<file path="src/logic/sla_defines.vh">
`ifndef SLA_DEFINES_VH
`define SLA_DEFINES_VH

// ----------------------------------------------------------------------------
// register byte offsets
// ----------------------------------------------------------------------------
`define SLA_OFS_CONTROL   8'h00
`define SLA_OFS_EMPHASIS  8'h04
`define SLA_OFS_ALM_STAT  8'h08
`define SLA_OFS_ALARM_MASK_BITS  8'h0c
`define SLA_OFS_SUMMARY   8'h10
`define SLA_OFS_LANE_FIFO 8'h14
`define SLA_OFS_FRAMING   8'h18
`define SLA_OFS_STATE     8'h1c

// ----------------------------------------------------------------------------
// control register fields
// ----------------------------------------------------------------------------
`define SLA_CTL_LINK_EN   0
`define SLA_CTL_ENC64     1
`define SLA_CTL_SUBCLASS1 2
`define SLA_CTL_PIN_ALARM 3
`define SLA_CTL_PD_A      4
`define SLA_CTL_PD_B      5
`define SLA_CTL_WIDTH     6

// ----------------------------------------------------------------------------
// alarm status / mask bit positions
// ----------------------------------------------------------------------------
`define SLA_ALM_CPLL      0
`define SLA_ALM_SPLL      1
`define SLA_ALM_LINK      2
`define SLA_ALM_SYSREF    3
`define SLA_ALM_CLK       4
`define SLA_ALM_FIFO      5
`define SLA_ALM_COUNT     6

// ----------------------------------------------------------------------------
// reset values
// ----------------------------------------------------------------------------
`define SLA_RST_CONTROL   6'h04
`define SLA_RST_EMPHASIS  4'h0
`define SLA_RST_ALARM_MASK_BITS  6'h00
`define SLA_RST_FRAME_LEN 16'h0020
`define SLA_RST_EMB_LEN   8'h01

// ----------------------------------------------------------------------------
// bus answers
// ----------------------------------------------------------------------------
`define SLA_RESP_OKAY     2'b00
`define SLA_RESP_SLVERR   2'b10

`endif

</file>
<file path="src/logic/sla_link_control.v">
// What this block does
// - programmable serializer pre-emphasis level
// - link disabled: reset, power down, gate clocks
// - SYSREF resets LMFC or LEMC by encoding
// - subclass 0: free-running clock, SYNC starts CGS except in 64b/66b
// - detect six alarm conditions
// - sticky alarm bits cleared by writing one
// - unmasked alarms reported in summary alarm
// - status pin may act as alarm output
// - channel clock mismatch sets sticky upset flag
// - lane FIFO pointer upset sets lane flag
// - link enable toggle resets FIFO logic
// - end-of-extended bit high only last multiblock
//
// Decided for this implementation: the register offsets and register access over AXI4-Lite.
`timescale 1ns/1ps
`include "sla_defines.vh"

module sla_link_control #(
    parameter LANES   = 8,
    parameter EMPH_W  = 4
) (
    // clock and reset
    input  wire                 clock,
    input  wire                 reset,
    // axi4-lite write address and data
    input  wire [7:0]           s_axi_awaddr,
    input  wire                 s_axi_awvalid,
    output wire                 s_axi_awready,
    input  wire [31:0]          s_axi_wdata,
    input  wire [3:0]           s_axi_wstrb,
    input  wire                 s_axi_wvalid,
    output wire                 s_axi_wready,
    // axi4-lite write response
    output reg  [1:0]           s_axi_bresp,
    output reg                  s_axi_bvalid,
    input  wire                 s_axi_bready,
    // axi4-lite read
    input  wire [7:0]           s_axi_araddr,
    input  wire                 s_axi_arvalid,
    output wire                 s_axi_arready,
    output reg  [31:0]          s_axi_rdata,
    output reg  [1:0]           s_axi_rresp,
    output reg                  s_axi_rvalid,
    input  wire                 s_axi_rready,
    // pins from outside the clock domain
    input  wire                 converterPllLock,
    input  wire                 serializerPllLock,
    input  wire                 sysrefPin,
    input  wire                 syncRequestN,
    // same-clock status from the link and clock logic
    input  wire                 linkInDataState,
    input  wire                 channelAPhase,
    input  wire                 channelBPhase,
    input  wire [LANES-1:0]     laneFifoPointerUpset,
    input  wire                 calDone,
    // link section control
    output reg                  linkReset,
    output reg                  serializerPowerDown,
    output reg                  linkClockEnable,
    output reg                  fifoReset,
    output reg  [EMPH_W-1:0]    serializerEmphasisLevel,
    output reg                  powerdownChannelA,
    output reg                  powerdownChannelB,
    // local multiframe / extended multiblock clock
    output reg                  localClockEdge,
    output reg                  endOfExtMultiblock,
    output reg                  codeGroupSyncStart,
    // alarm reporting
    output reg                  summaryAlarm,
    output reg                  calStatePin
);

    // ------------------------------------------------------------------------
    // pin synchronisers
    // ------------------------------------------------------------------------
    reg [3:0] pinMeta;
    reg [3:0] pinSync;
    reg       sysrefLast;

    // two flops per pin; only the second stage is read below
    always @(posedge clock) begin
        if (reset) begin
            pinMeta    <= 4'h0;
            pinSync    <= 4'h0;
            sysrefLast <= 1'b0;
        end else begin
            pinMeta    <= {syncRequestN, sysrefPin, serializerPllLock, converterPllLock};
            pinSync    <= pinMeta;
            sysrefLast <= pinSync[2];
        end
    end

    wire cpllLocked   = pinSync[0];
    wire spllLocked   = pinSync[1];
    wire sysrefRise   = pinSync[2] & ~sysrefLast;
    wire syncAsserted = ~pinSync[3];

    // ------------------------------------------------------------------------
    // software registers
    // ------------------------------------------------------------------------
    reg [`SLA_CTL_WIDTH-1:0] control;
    reg [`SLA_ALM_COUNT-1:0] alarmStatusBits;
    reg [`SLA_ALM_COUNT-1:0] alarmMaskBits;
    reg [LANES-1:0]          laneFifoErrorFlags;
    reg [15:0]               frameLength;
    reg [7:0]                extMultiblockLength;

    wire linkEnable = control[`SLA_CTL_LINK_EN];
    wire enc64      = control[`SLA_CTL_ENC64];
    wire subclass1  = control[`SLA_CTL_SUBCLASS1];
    wire pinAlarm   = control[`SLA_CTL_PIN_ALARM];

    // ------------------------------------------------------------------------
    // axi4-lite write path
    // ------------------------------------------------------------------------
    reg        awHeld;
    reg        wHeld;
    reg [7:0]  awAddr;
    reg [31:0] wData;
    reg [3:0]  wStrb;

    // address and data are taken in either order, one write at a time
    assign s_axi_awready = ~awHeld & ~s_axi_bvalid;
    assign s_axi_wready  = ~wHeld & ~s_axi_bvalid;

    wire [7:0]  curAwAddr = awHeld ? awAddr : s_axi_awaddr;
    wire [31:0] curWData  = wHeld ? wData : s_axi_wdata;
    wire [3:0]  curWStrb  = wHeld ? wStrb : s_axi_wstrb;
    wire        haveAw    = awHeld | (s_axi_awvalid & s_axi_awready);
    wire        haveW     = wHeld | (s_axi_wvalid & s_axi_wready);
    wire        doWrite   = haveAw & haveW & ~s_axi_bvalid;

    // byte-lane expansion of the strobes
    wire [31:0] laneMask = {{8{curWStrb[3]}}, {8{curWStrb[2]}},
                            {8{curWStrb[1]}}, {8{curWStrb[0]}}};
    wire [31:0] wBits    = curWData & laneMask;

    wire wrControl  = doWrite & (curAwAddr == `SLA_OFS_CONTROL);
    wire wrEmphasis = doWrite & (curAwAddr == `SLA_OFS_EMPHASIS);
    wire wrAlmStat  = doWrite & (curAwAddr == `SLA_OFS_ALM_STAT);
    wire wrAlmMask  = doWrite & (curAwAddr == `SLA_OFS_ALARM_MASK_BITS);
    wire wrLaneFifo = doWrite & (curAwAddr == `SLA_OFS_LANE_FIFO);
    wire wrFraming  = doWrite & (curAwAddr == `SLA_OFS_FRAMING);
    wire wrMapped   = wrControl | wrEmphasis | wrAlmStat | wrAlmMask | wrLaneFifo
                      | wrFraming | (curAwAddr == `SLA_OFS_SUMMARY)
                      | (curAwAddr == `SLA_OFS_STATE);

    // holding registers and response
    always @(posedge clock) begin
        if (reset) begin
            awHeld       <= 1'b0;
            wHeld        <= 1'b0;
            awAddr       <= 8'h00;
            wData        <= 32'h0000_0000;
            wStrb        <= 4'h0;
            s_axi_bvalid <= 1'b0;
            s_axi_bresp  <= `SLA_RESP_OKAY;
        end else begin
            if (doWrite) begin
                awHeld       <= 1'b0;
                wHeld        <= 1'b0;
                s_axi_bvalid <= 1'b1;
                s_axi_bresp  <= wrMapped ? `SLA_RESP_OKAY : `SLA_RESP_SLVERR;
            end else begin
                if (s_axi_awvalid & s_axi_awready) begin
                    awHeld <= 1'b1;
                    awAddr <= s_axi_awaddr;
                end
                if (s_axi_wvalid & s_axi_wready) begin
                    wHeld <= 1'b1;
                    wData <= s_axi_wdata;
                    wStrb <= s_axi_wstrb;
                end
                if (s_axi_bvalid & s_axi_bready) begin
                    s_axi_bvalid <= 1'b0;
                end
            end
        end
    end

    // ------------------------------------------------------------------------
    // plain control registers
    // ------------------------------------------------------------------------
    always @(posedge clock) begin
        if (reset) begin
            control             <= `SLA_RST_CONTROL;
            serializerEmphasisLevel <= `SLA_RST_EMPHASIS;
            alarmMaskBits       <= `SLA_RST_ALARM_MASK_BITS;
            frameLength         <= `SLA_RST_FRAME_LEN;
            extMultiblockLength <= `SLA_RST_EMB_LEN;
        end else begin
            if (wrControl) begin
                control <= wBits[`SLA_CTL_WIDTH-1:0];
            end
            if (wrEmphasis) begin
                serializerEmphasisLevel <= wBits[EMPH_W-1:0];
            end
            if (wrAlmMask) begin
                alarmMaskBits <= wBits[`SLA_ALM_COUNT-1:0];
            end
            // zero lengths would run the counters to full range before wrapping, so they are ignored
            if (wrFraming & (wBits[15:0] != 16'h0000)) begin
                frameLength <= wBits[15:0];
            end
            if (wrFraming & (wBits[23:16] != 8'h00)) begin
                extMultiblockLength <= wBits[23:16];
            end
        end
    end

    // ------------------------------------------------------------------------
    // link section enable effects
    // ------------------------------------------------------------------------
    reg linkEnableLast;

    // every effect is a flop, one cycle behind the control bits it follows
    always @(posedge clock) begin
        if (reset) begin
            linkReset           <= 1'b1;
            serializerPowerDown <= 1'b1;
            linkClockEnable     <= 1'b0;
            fifoReset           <= 1'b1;
            linkEnableLast      <= 1'b0;
            powerdownChannelA   <= 1'b0;
            powerdownChannelB   <= 1'b0;
            codeGroupSyncStart  <= 1'b0;
        end else begin
            linkReset           <= ~linkEnable;
            serializerPowerDown <= ~linkEnable;
            linkClockEnable     <= linkEnable;
            fifoReset           <= ~linkEnable;
            linkEnableLast      <= linkEnable;
            powerdownChannelA   <= control[`SLA_CTL_PD_A];
            powerdownChannelB   <= control[`SLA_CTL_PD_B];
            codeGroupSyncStart  <= linkEnable & ~enc64 & syncAsserted;
        end
    end

    // ------------------------------------------------------------------------
    // local multiframe / extended multiblock clock
    // ------------------------------------------------------------------------
    reg [15:0] frameCount;
    reg [7:0]  multiblockIndex;
    reg        sysrefRealign;
    wire frameWrap = (frameCount == frameLength - 16'h0001);
    wire embWrap   = (multiblockIndex == extMultiblockLength - 8'h01);
    wire useSysref = subclass1 & sysrefRise;
    wire phaseOff  = (frameCount != 16'h0000) | (enc64 & (multiblockIndex != 8'h00));
    // in subclass 0 the counter free-runs with whatever phase it started in
    always @(posedge clock) begin
        if (reset | ~linkEnable) begin
            frameCount         <= 16'h0000;
            multiblockIndex    <= 8'h00;
            localClockEdge     <= 1'b0;
            endOfExtMultiblock <= 1'b0;
            sysrefRealign      <= 1'b0;
        end else begin
            sysrefRealign <= useSysref & phaseOff;
            if (useSysref) begin
                frameCount      <= 16'h0000;
                multiblockIndex <= 8'h00;
                localClockEdge  <= 1'b1;
            end else if (frameWrap) begin
                frameCount <= 16'h0000;
                if (enc64) begin
                    multiblockIndex <= embWrap ? 8'h00 : multiblockIndex + 8'h01;
                    localClockEdge  <= embWrap;
                end else begin
                    multiblockIndex <= 8'h00;
                    localClockEdge  <= 1'b1;
                end
            end else begin
                frameCount     <= frameCount + 16'h0001;
                localClockEdge <= 1'b0;
            end
            // bit sent with the current multiblock
            endOfExtMultiblock <= enc64 & embWrap;
        end
    end

    // ------------------------------------------------------------------------
    // alarm detection
    // ------------------------------------------------------------------------
    // clock compare only means something with both channels up and the link on
    wire clockUpset = linkEnable & ~control[`SLA_CTL_PD_A] & ~control[`SLA_CTL_PD_B]
                      & (channelAPhase != channelBPhase);
    wire [LANES-1:0] laneUpset = linkEnable ? laneFifoPointerUpset : {LANES{1'b0}};
    wire [`SLA_ALM_COUNT-1:0] alarmEvents;
    assign alarmEvents[`SLA_ALM_CPLL]   = ~cpllLocked;
    assign alarmEvents[`SLA_ALM_SPLL]   = ~spllLocked;
    assign alarmEvents[`SLA_ALM_LINK]   = ~linkInDataState;
    assign alarmEvents[`SLA_ALM_SYSREF] = sysrefRealign;
    assign alarmEvents[`SLA_ALM_CLK]    = clockUpset;
    assign alarmEvents[`SLA_ALM_FIFO]   = |laneUpset;
    wire [`SLA_ALM_COUNT-1:0] almClear  = wrAlmStat ? wBits[`SLA_ALM_COUNT-1:0]
                                                    : {`SLA_ALM_COUNT{1'b0}};
    wire [LANES-1:0]          laneClear = wrLaneFifo ? wBits[LANES-1:0] : {LANES{1'b0}};
    // sticky bits: a new event in the clearing cycle wins over the clear
    always @(posedge clock) begin
        if (reset) begin
            alarmStatusBits    <= {`SLA_ALM_COUNT{1'b0}};
            laneFifoErrorFlags <= {LANES{1'b0}};
        end else begin
            alarmStatusBits    <= (alarmStatusBits & ~almClear) | alarmEvents;
            laneFifoErrorFlags <= (laneFifoErrorFlags & ~laneClear) | laneUpset;
        end
    end

    // summary, and pin in alarm mode, refreshed every cycle from the sticky bits; otherwise the pin follows calDone
    wire anyUnmasked = |(alarmStatusBits & ~alarmMaskBits);
    always @(posedge clock) begin
        if (reset) begin
            summaryAlarm <= 1'b0;
            calStatePin  <= 1'b0;
        end else begin
            summaryAlarm <= anyUnmasked;
            calStatePin  <= pinAlarm ? anyUnmasked : calDone;
        end
    end

    // ------------------------------------------------------------------------
    // axi4-lite read path
    // ------------------------------------------------------------------------
    assign s_axi_arready = ~s_axi_rvalid;
    reg [31:0] readWord;
    reg        readHit;
    // reserved bits read as zero
    always @* begin
        readWord = 32'h0000_0000;
        readHit  = 1'b1;
        case (s_axi_araddr)
            `SLA_OFS_CONTROL:   readWord[`SLA_CTL_WIDTH-1:0] = control;
            `SLA_OFS_EMPHASIS:  readWord[EMPH_W-1:0] = serializerEmphasisLevel;
            `SLA_OFS_ALM_STAT:  readWord[`SLA_ALM_COUNT-1:0] = alarmStatusBits;
            `SLA_OFS_ALARM_MASK_BITS:  readWord[`SLA_ALM_COUNT-1:0] = alarmMaskBits;
            `SLA_OFS_SUMMARY:   readWord[0] = summaryAlarm;
            `SLA_OFS_LANE_FIFO: readWord[LANES-1:0] = laneFifoErrorFlags;
            `SLA_OFS_FRAMING:   readWord[23:0] = {extMultiblockLength, frameLength};
            `SLA_OFS_STATE:     readWord[3:0] = {linkEnableLast, syncAsserted,
                                                 spllLocked, cpllLocked};
            default:            readHit = 1'b0;
        endcase
    end

    always @(posedge clock) begin
        if (reset) begin
            s_axi_rvalid <= 1'b0;
            s_axi_rdata  <= 32'h0000_0000;
            s_axi_rresp  <= `SLA_RESP_OKAY;
        end else if (s_axi_arvalid & s_axi_arready) begin
            s_axi_rvalid <= 1'b1;
            s_axi_rdata  <= readWord;
            s_axi_rresp  <= readHit ? `SLA_RESP_OKAY : `SLA_RESP_SLVERR;
        end else if (s_axi_rvalid & s_axi_rready) begin
            s_axi_rvalid <= 1'b0;
        end
    end

endmodule // sla_link_control

</file>
<file path="config.mk">
export PLATFORM = sky130hd
export DESIGN_NAME = sla_link_control
export DESIGN_NICKNAME = d
export VERILOG_FILES = /design/src/logic/sla_link_control.v
export VERILOG_INCLUDE_DIRS = /design/src /design/src/logic
export SDC_FILE = /design/constraint.sdc
export NUM_CORES = 1
export LEC_CHECK = 0
export CAP_MARGIN = 5
export CORE_MARGIN = 3
export CORE_UTILIZATION = 65
export CTS_BUF_LIST = sky130_fd_sc_hd__clkbuf_8
export DETAILED_ROUTE_END_ITERATION = 6
export DONT_BUFFER_PORTS = 1
export PLACE_DENSITY = 0.85
export SYNTH_ARGS = -nofsm -noshare
export SYNTH_HDL_FRONTEND = slang
export SYNTH_SLANG_ARGS = --single-unit
</file>
<file path="constraint.sdc">
create_clock -name clock -period 3.6 [get_ports clock]
set_clock_uncertainty 0.1 [all_clocks]
set_input_delay 0.18 -clock clock [delete_from_list [all_inputs] [get_ports clock]]
set_output_delay 0.18 -clock clock [all_outputs]
set_load 0.005 [all_outputs]
</file>
# [After elaboration in Yosys (flattened, before gate mapping)]
# Index checks and enable logic that the tools add are counted.
[word_totals] register_bits=164 input_bits=75 output_inout_bits=56 wordCells=154
[classes] add_sub_neg=4 eq_ne=17 n_mux=24 bitwise_logic=61 n_reduce_logical=16
[op_table] operator="$eq 8x5->1 const B" n=8
[op_table] operator="$mux 8" n=5
[op_table] operator="$eq 8x4->1 const B" n=4
[op_table] operator="$reduce_bool 16->1" n=2
[op_table] operator="$and 1x1->1" n=27
[op_table] operator="$and 24x24->24" n=1
[op_table] operator="$mux 24" n=1
[op_table] operator="$pmux 3 s7" n=1
[op_table] operator="$add 16x1->16 const B" n=1
[op_table] operator="$eq 16x16->1" n=1
[op_table] operator="$eq 8x3->1 const B" n=2
[op_table] operator="$logic_not 8->1" n=2
[op_table] operator="$mux 16" n=1
[op_table] operator="$reduce_bool 8->1" n=2
[op_table] operator="$reduce_or 8->1" n=2
[op_table] operator="$sub 16x1->16 const B" n=1
[op_table] operator="$not 1->1" n=14
[op_table] operator="$and 6x6->6" n=2
[op_table] operator="$not 6->6" n=2
[op_table] operator="$or 1x1->1" n=11
[op_table] operator="$pmux 2 s5" n=1
[op_table] operator="$mux 1" n=9
[op_table] operator="$add 8x1->8 const B" n=1
[op_table] operator="$and 8x8->8" n=1
[op_table] operator="16 further kinds" n=20

# [Depth between registers and ports, before layout]
# Gate-level depths: netlist of run 1.
[logic_depth] ltp_word=15 depth_mapped=12

# [Worst setup path before layout of run 1]
# Ideal clock, no wire load.
[synth_timing] kind="register to register" from="register frameLength[2]" to="register frameCount[10]" setup_ns=0.132 t_arrival_ns=2.766 t_required_ns=3.368 setup_slack_ns=0.602 stages_incl_launch_ff=12 path_buffers=4 synth_period_minus_slack_ns=2.998 path_cell_list="dfxtp_1 buf_6 or4_1 buf_2 nor4_1 nand2_1 xnor2_1 or4_1 buf_2 nor2_2 buf_4 nor3_1"
[synth_via] elab_chain_cells=3
[synth_lines] element="from (decl)" line="sla_link_control.v:106" text="reg [15:0] frameLength;"
[synth_lines] element="from (signal assigned)" line="sla_link_control.v:190" text="frameLength <= `SLA_RST_FRAME_LEN;"
[synth_lines] element="from (signal assigned)" line="sla_link_control.v:204" text="frameLength <= wBits[15:0];"
[synth_lines] element="$sub 16x1->16" line="sla_link_control.v:246" text="wire frameWrap = (frameCount == frameLength - 16'h0001);"
[synth_lines] element="$eq 16x16->1" line="sla_link_control.v:246"
[synth_lines] element="$reduce_or 3->1 (no source line)"
[synth_lines] element="to (signal assigned)" line="sla_link_control.v:274" text="frameCount <= frameCount + 16'h0001;"
[synth_lines] element="to (decl)" line="sla_link_control.v:243" text="reg [15:0] frameCount;"
# Every way passes these cells.
# A chain may end at the register's enable or synchronous reset.

# [Worst setup path after layout of run 1]
[layout_timing] from="register frameLength[2]" to="register localClockEdge"
[layout_via] elab_chain_cells=4
[layout_lines] element="$sub 16x1->16" line="sla_link_control.v:246"
[layout_lines] element="$eq 16x16->1" line="sla_link_control.v:246"
[layout_lines] element="$mux 1" line="sla_link_control.v:264" text="end else if (frameWrap) begin"
[layout_lines] element="$mux 1" line="sla_link_control.v:260" text="if (useSysref) begin"
[layout_lines] element="to (signal assigned)" line="sla_link_control.v:268" text="localClockEdge <= embWrap;"
[layout_lines] element="to (decl)" line="sla_link_control.v:66" text="output reg localClockEdge,"
# Every way passes these cells.

==> out/qor.yml, run 1 <==
cts_buffers: 17
start_util_pct: 67.33
cpMostUsedCell: "or4_1"
cts_tree: "done"
yosysTopAreaCell: "dfxtp_1"
root_buffer: "clkbuf_8"
vdd_drop_max_v: 0.0003333
muxShareOfSynthArea_pct: 6.729
post_cts_buffers: 0
relSlewSlack_pct: 27.61
hold_violations: 0
wl_per_cell_um: 18.09
fmax_ghz: 0.3039
setup_violations: 0
startpoint: "frameLength[2]"
clockBufferDepth: 2
grt_pass1_vias: 6654
grt_pass1_wl_um: 33020
power.density_mw_per_mm2: 401.7
drt_iter0_drc: 686
ant_nets: 0
cts_num_sinks: 162
wl_um: 20700
fin_util_pct: 76.62
critical_path_class: "reg2reg"
io_pins: 131
hold_path_class: "in2reg"
timing.setup.tns_ns: 0
remaining_drc_errors: 0
synth_top_family_by_area: "simple AND/OR/NAND/NOR gates"
holdBufCountCts: 69
io_buffers: 0
status: "finished clean"
yosys_most_used_dff: "dfxtp_1"
timing.rr.end: "localClockEdge"
track_usage_pct: 31.26
p_leak_nw: 3.261
via_per_inst: 6.320
r2r-start: "frameLength[2]"
crit_required_ns: 3.89
swShare_pct: 24.74
intPower_w: 0.002668
syn_area_per_cell_sq_um: 8.136
synthAdderAreaFrac_pct: 0.9682
postSynthCellCount: 953
yosysSeqAreaShare_pct: 41.83
netlist_area_sq_mm: 0.007754
pwr-share-seq_pct: 52.6
rows: 39
yosys_warnings: 0
rsz0062_at_grt: "false"
cap_viol_max_count: 0
first_pass_iters: 5
die_h_um: 115.2
fin_nets: 1070
clk_pin_slew_worst_paths_ns: 0.08
gr-total-overflow: 0
yosysUniqueCellTypes: 58
drv_slew: 0
max_stage_delay_ns: 0.72
crit_buf_inv: 0
post_synth_and_or_nand_nor_area_fraction_pct: 24.04
htree_num_levels: 4
antenna_cells: 0
layout_common_cells: "162 x dfxtp_1, 116 x nand2_1, 95 x nor2_1"
cp.arrival_ns: 3.58
finalCriticalPeriod_ns: 3.290
async_reset_ff_share_pct: 0
cts_resized: 0
reg2reg_depth: 7
slowest_stage: "or4_1"
synth_top_area_share_pct: 41.83
nFillCells: 799
core-area_sq_mm: 0.01152
routabilityCongestion: 0.8969
synth-edff-count: 0
path_delay_family: "simple AND/OR/NAND/NOR gates"
drive_gt1_share_pct: 4.595
synth_compound_area_share_pct: 15.85
switching_power_w: 0.0008769
min_period_over_period_pct: 91.39
worstMarginPinSlew_ns: 1.079
critPathCaptureType: "flip-flop"
grt_max_degree: 130
die_area_sq_mm: 0.01328
pwr-share-clk_pct: 38.3
synthXorXnorAreaFrac_pct: 4.857
crit_chain: "or4_1 > nor4_1 > nand2_1 > xnor2_1 > or4_1 > or3_1 > a21oi_1"
synthToLayoutAreaGrowth_pct: 13.80
synthTopCellsByArea: "dfxtp_1 42%, mux2i_1 6.6%, a21oi_1 5.7%, nand2_1 5.6%, nor2_1 4.6%"
p_comb_share_pct: 9.1
antenna_found_initial: 0
cp.depth: 7
startpoint_type: "flip-flop"
fp.dieW_um: 115.2
dp_hpwl_um: 13200
reg2reg_slack_ns: 0.31
final_common_cell: "dfxtp_1"
worstSkewPairLatency_ns: 0.47
critPathMaxFanout: 10
cp-endpoint: "localClockEdge"
vias: 7230
synth-seq-cells: 162
## area by class of cell
class / instances / area (sq um) / area share [%]
Clock inverter: 9 / 102.6 / 1.163
Inverter: 30 / 112.6 / 1.276
Multi-Input combinational cell: 700 / 4108 / 46.55
Sequential cell: 162 / 3243 / 36.76
Tap cell: 143 / 178.9 / 2.028
Timing Repair Buffer: 78 / 775.7 / 8.792
Clock buffer: 22 / 302.8 / 3.432
## Yosys cell counts, types with 11 or more instances
library cell and count:
dfxtp_1 162, nand2_1 116, nor2_1 95, a21oi_1 89
nor3_1 53, mux2i_1 51, clkbuf_1 48, nand3_1 32
inv_1 29, o21ai_0 24, xor2_1 22, xnor2_1 21
a22oi_1 20, nor2b_1 18, nand4_1 16, buf_4 13
a211oi_1 11, nor4_1 11
## metal layers
layer  track usage [%]  vias up  routed length [um]
met3             6.895       85                1906
met5                 0        -                   0
met1             41.58     3337                8498
li1                  -     3406                   -
met2             48.57      402                9491
met4             14.48        0                 802
## power groups by stage
stage                     sequential, W  clock, W  combinational [W]
after floorplan                 0.00189         0           0.000210
after global placement          0.00190         0           0.000220
after detailed placement        0.00191         0           0.000225
after CTS                       0.00186   0.00136           0.000310
after global routing            0.00187   0.00144           0.000351
final                           0.00187   0.00136           0.000322
## worst min-delay path by stage
stage / slack, ns / startpoint / endpoint / cells past startpoint
after floorplan: 0.17 / linkInDataState / alarmStatusBits[2] / 1
after global placement: 0.16 / reset / alarmStatusBits[2] / 1
after detailed placement: 0.16 / reset / alarmStatusBits[0] / 1
after CTS: 0.005 / s_axi_wdata[12] / frameLength[12] / 4
after global routing: 0.04 / s_axi_wdata[3] / serializerEmphasisLevel[3] / 3
final: 0.03 / s_axi_wdata[12] / frameLength[12] / 4
## logic make-up (layout without fill, tap and decap cells)
group / count (synthesis) / count (layout)
AOI/OAI and AO/OA: 197 / 197
xor gates and xnor gates: 43 / 43
adders and majority gates: 6 / 6
buffers and inverters: 100 / 139
DFF: 162 / 162
muxes: 52 / 52
other: 1 / 10
and+or+nand+nor: 392 / 392
## metrics by stage
stage	cells	power, W	hold WS [ns]	area [sq um]	setup WS, ns
2_1_floorplan	962	0.002103	0.1719	7787	0.6019
3_3_place_gp	1044	0.002124	0.1596	7710	0.3712
3_5_place_dp	1044	0.002131	0.1622	7710	0.3368
4_1_cts	1144	0.003535	0.005145	8823	0.3106
5_1_grt	1144	0.003666	0.03974	8823	0.06085
6_report	1144	0.003545	0.02696	8823	0.3099
## state kept, by name, summed over array words and instances, names as in the netlist, 3 cells and up
signal                   flops
extMultiblockLength          8
wData                       24
multiblockIndex              8
serializerEmphasisLevel      4
awAddr                       8
frameCount                  16
alarmStatusBits              6
control                      6
frameLength                 16
laneFifoErrorFlags           8
s_axi_rdata                 24
pinSync                      4
pinMeta                      4
alarmMaskBits                6
wStrb                        3
## worst reg2reg max path, stage by stage (launching register included)
cell	delay (ns)
dfxtp_1	0.40
or4_1	0.67
nor4_1	0.44
nand2_1	0.12
xnor2_1	0.16
or4_1	0.72
or3_1	0.45
a21oi_1	0.16
No activity file was read; power rests on OpenSTA's default activity.
==> inputs of run 2 (changes only) <==
CORE_UTILIZATION = 30   (was 65)
PLACE_DENSITY = 0.48   (was 0.85)
SLEW_MARGIN = 20   (was unset)
==> run 2 against run 1 <==
Sequential power about the same; cell area grew 3.2%; non-clock buffer count increased by 8; flip-flop and latch count unchanged; clock power hardly changed; power is 0.75% higher; maximum frequency is 1.9% lower; sequential share of layout area fell by 1.1 points; hold slack worse by 0.0050 ns; largest cell class unchanged; highest routed layer unchanged.
==> out/qor.yml, run 2 (synthesis gave the netlist of run 1 again) <==
gr-total-overflow: 0
worstSkewPairLatency_ns: 0.46
drive_gt1_share_pct: 6.040
post_cts_buffers: 0
nFillCells: 2679
hold_violations: 0
cap_viol_max_count: 0
hold_depth: 4
stdcell_count: 1340
finalCriticalPeriod_ns: 3.354
antenna_found_initial: 0
rsz0062_at_grt: "false"
setup_violations: 0
critical_path_class: "reg2reg"
final_common_cell: "dfxtp_1"
grt_max_degree: 130
multiInputGateArea_sq_mm: 0.004118
fp.dieW_um: 166.8
cts_num_sinks: 162
seqCellArea_sq_mm: 0.003243
power.density_mw_per_mm2: 392.1
cts_resized: 0
crit_required_ns: 3.90
p_leak_nw: 3.292
start_util_pct: 30.61
via_per_inst: 5.083
remaining_drc_errors: 0
drt_iter0_drc: 490
reg2reg_slack_ns: 0.25
grt_pass1_wl_um: 38160
top_regs: "s_axi_rdata: 24 flops, wData: 24 flops"
clk_pin_slew_worst_paths_ns: 0.09
hold_path_class: "in2reg"
wl_um: 23810
core-area_sq_mm: 0.02533
r2r-start: "frameLength[2]"
relSlewSlack_pct: 37.15
fin_nets: 1078
min-delay-start: "s_axi_wdata[21]"
clockBufferDepth: 2
cts_tree: "done"
routabilityCongestion: 0.8112
fmax_ghz: 0.2982
holdBufCountCts: 65
rows: 58
place_inst: 1243
cp.arrival_ns: 3.65
drv_slew: 0
die_h_um: 166.8
root_buffer: "clkbuf_8"
status: "finished clean"
startpoint: "frameLength[2]"
die_area_sq_mm: 0.02781
timing.setup.tns_ns: 0
vias: 6811
min_to: "extMultiblockLength[5]"
vdd_drop_max_v: 0.0002072
startpoint_type: "flip-flop"
cts_buffers: 17
wl_per_cell_um: 17.77
critPathMaxFanout: 10
layout_common_cells: "162 x dfxtp_1, 116 x nand2_1, 95 x nor2_1"
htree_num_levels: 4
worstMarginPinSlew_ns: 0.9364
track_usage_pct: 17.11
timing.rr.end: "localClockEdge"
dp_hpwl_um: 17030
grt_pass1_vias: 6658
ant_nets: 0
worst_hold_slack_ns: 0.02193
critPathCaptureType: "flip-flop"
io_pins: 131
synthToLayoutAreaGrowth_pct: 17.46
antenna_cells: 0
min_period_over_period_pct: 93.16
reg2reg_depth: 7
first_pass_iters: 5
io_buffers: 0
==> run 2: worst max-delay path, cell delays in order, from the launching register on <==
cell,delay (ns)
dfxtp_1,0.39
or4_1,0.68
nor4_1,0.50
nand2_1,0.12
xnor2_1,0.17
or4_1,0.77
or3_1,0.43
a21oi_1,0.14
==> run 2: cell type report <==
type                       count  area share (%)
clock buffer                  19           2.871
multi-input combinational    700           45.21
tap                          330           4.534
clock inverter                13           1.470
sequential                   162           35.61
inverter                      30           1.236
timing repair buffer          86           9.067
==> run 2: worst max-delay path by stage <==
stage,endpoint,cells past startpoint
detailed placement,localClockEdge,7
global placement,localClockEdge,7
global route,localClockEdge,7
floorplan,frameCount[10],11
CTS,localClockEdge,7
finish,localClockEdge,7
==> run 2: where the power goes <==
| part | leakage, nW | switching (W) | internal [W] |
|---|---|---|---|
| Sequential | 1.31 | 0.0000380 | 0.00183 |
| Clock | 0.198 | 0.000717 | 0.000652 |
| Combinational | 1.78 | 0.000190 | 0.000144 |
| Total | 3.29 | 0.000945 | 0.00263 |
==> run 2: metal layers <==
metal / vias up / GRT usage, % / part of all wire (%)
met5: - / 0 / 0
met4: 0 / 5.560 / 1.9
met3: 27 / 3.276 / 4.4
met2: 154 / 26.94 / 46
met1: 3209 / 23.71 / 48
li1: 3421 / - / -
==> run 2: metrics by stage <==
step	area (sq um)	util [%]	setup slack, ns	total power [W]
floorplan	7787	-	0.6019	0.002103
global placement	8036	31.73	0.2775	0.002158
detailed placement	8036	31.73	0.2754	0.002159
CTS	9100	35.93	0.2522	0.003609
global route	9107	35.96	0.05391	0.003727
finish	9107	35.96	0.2464	0.003571
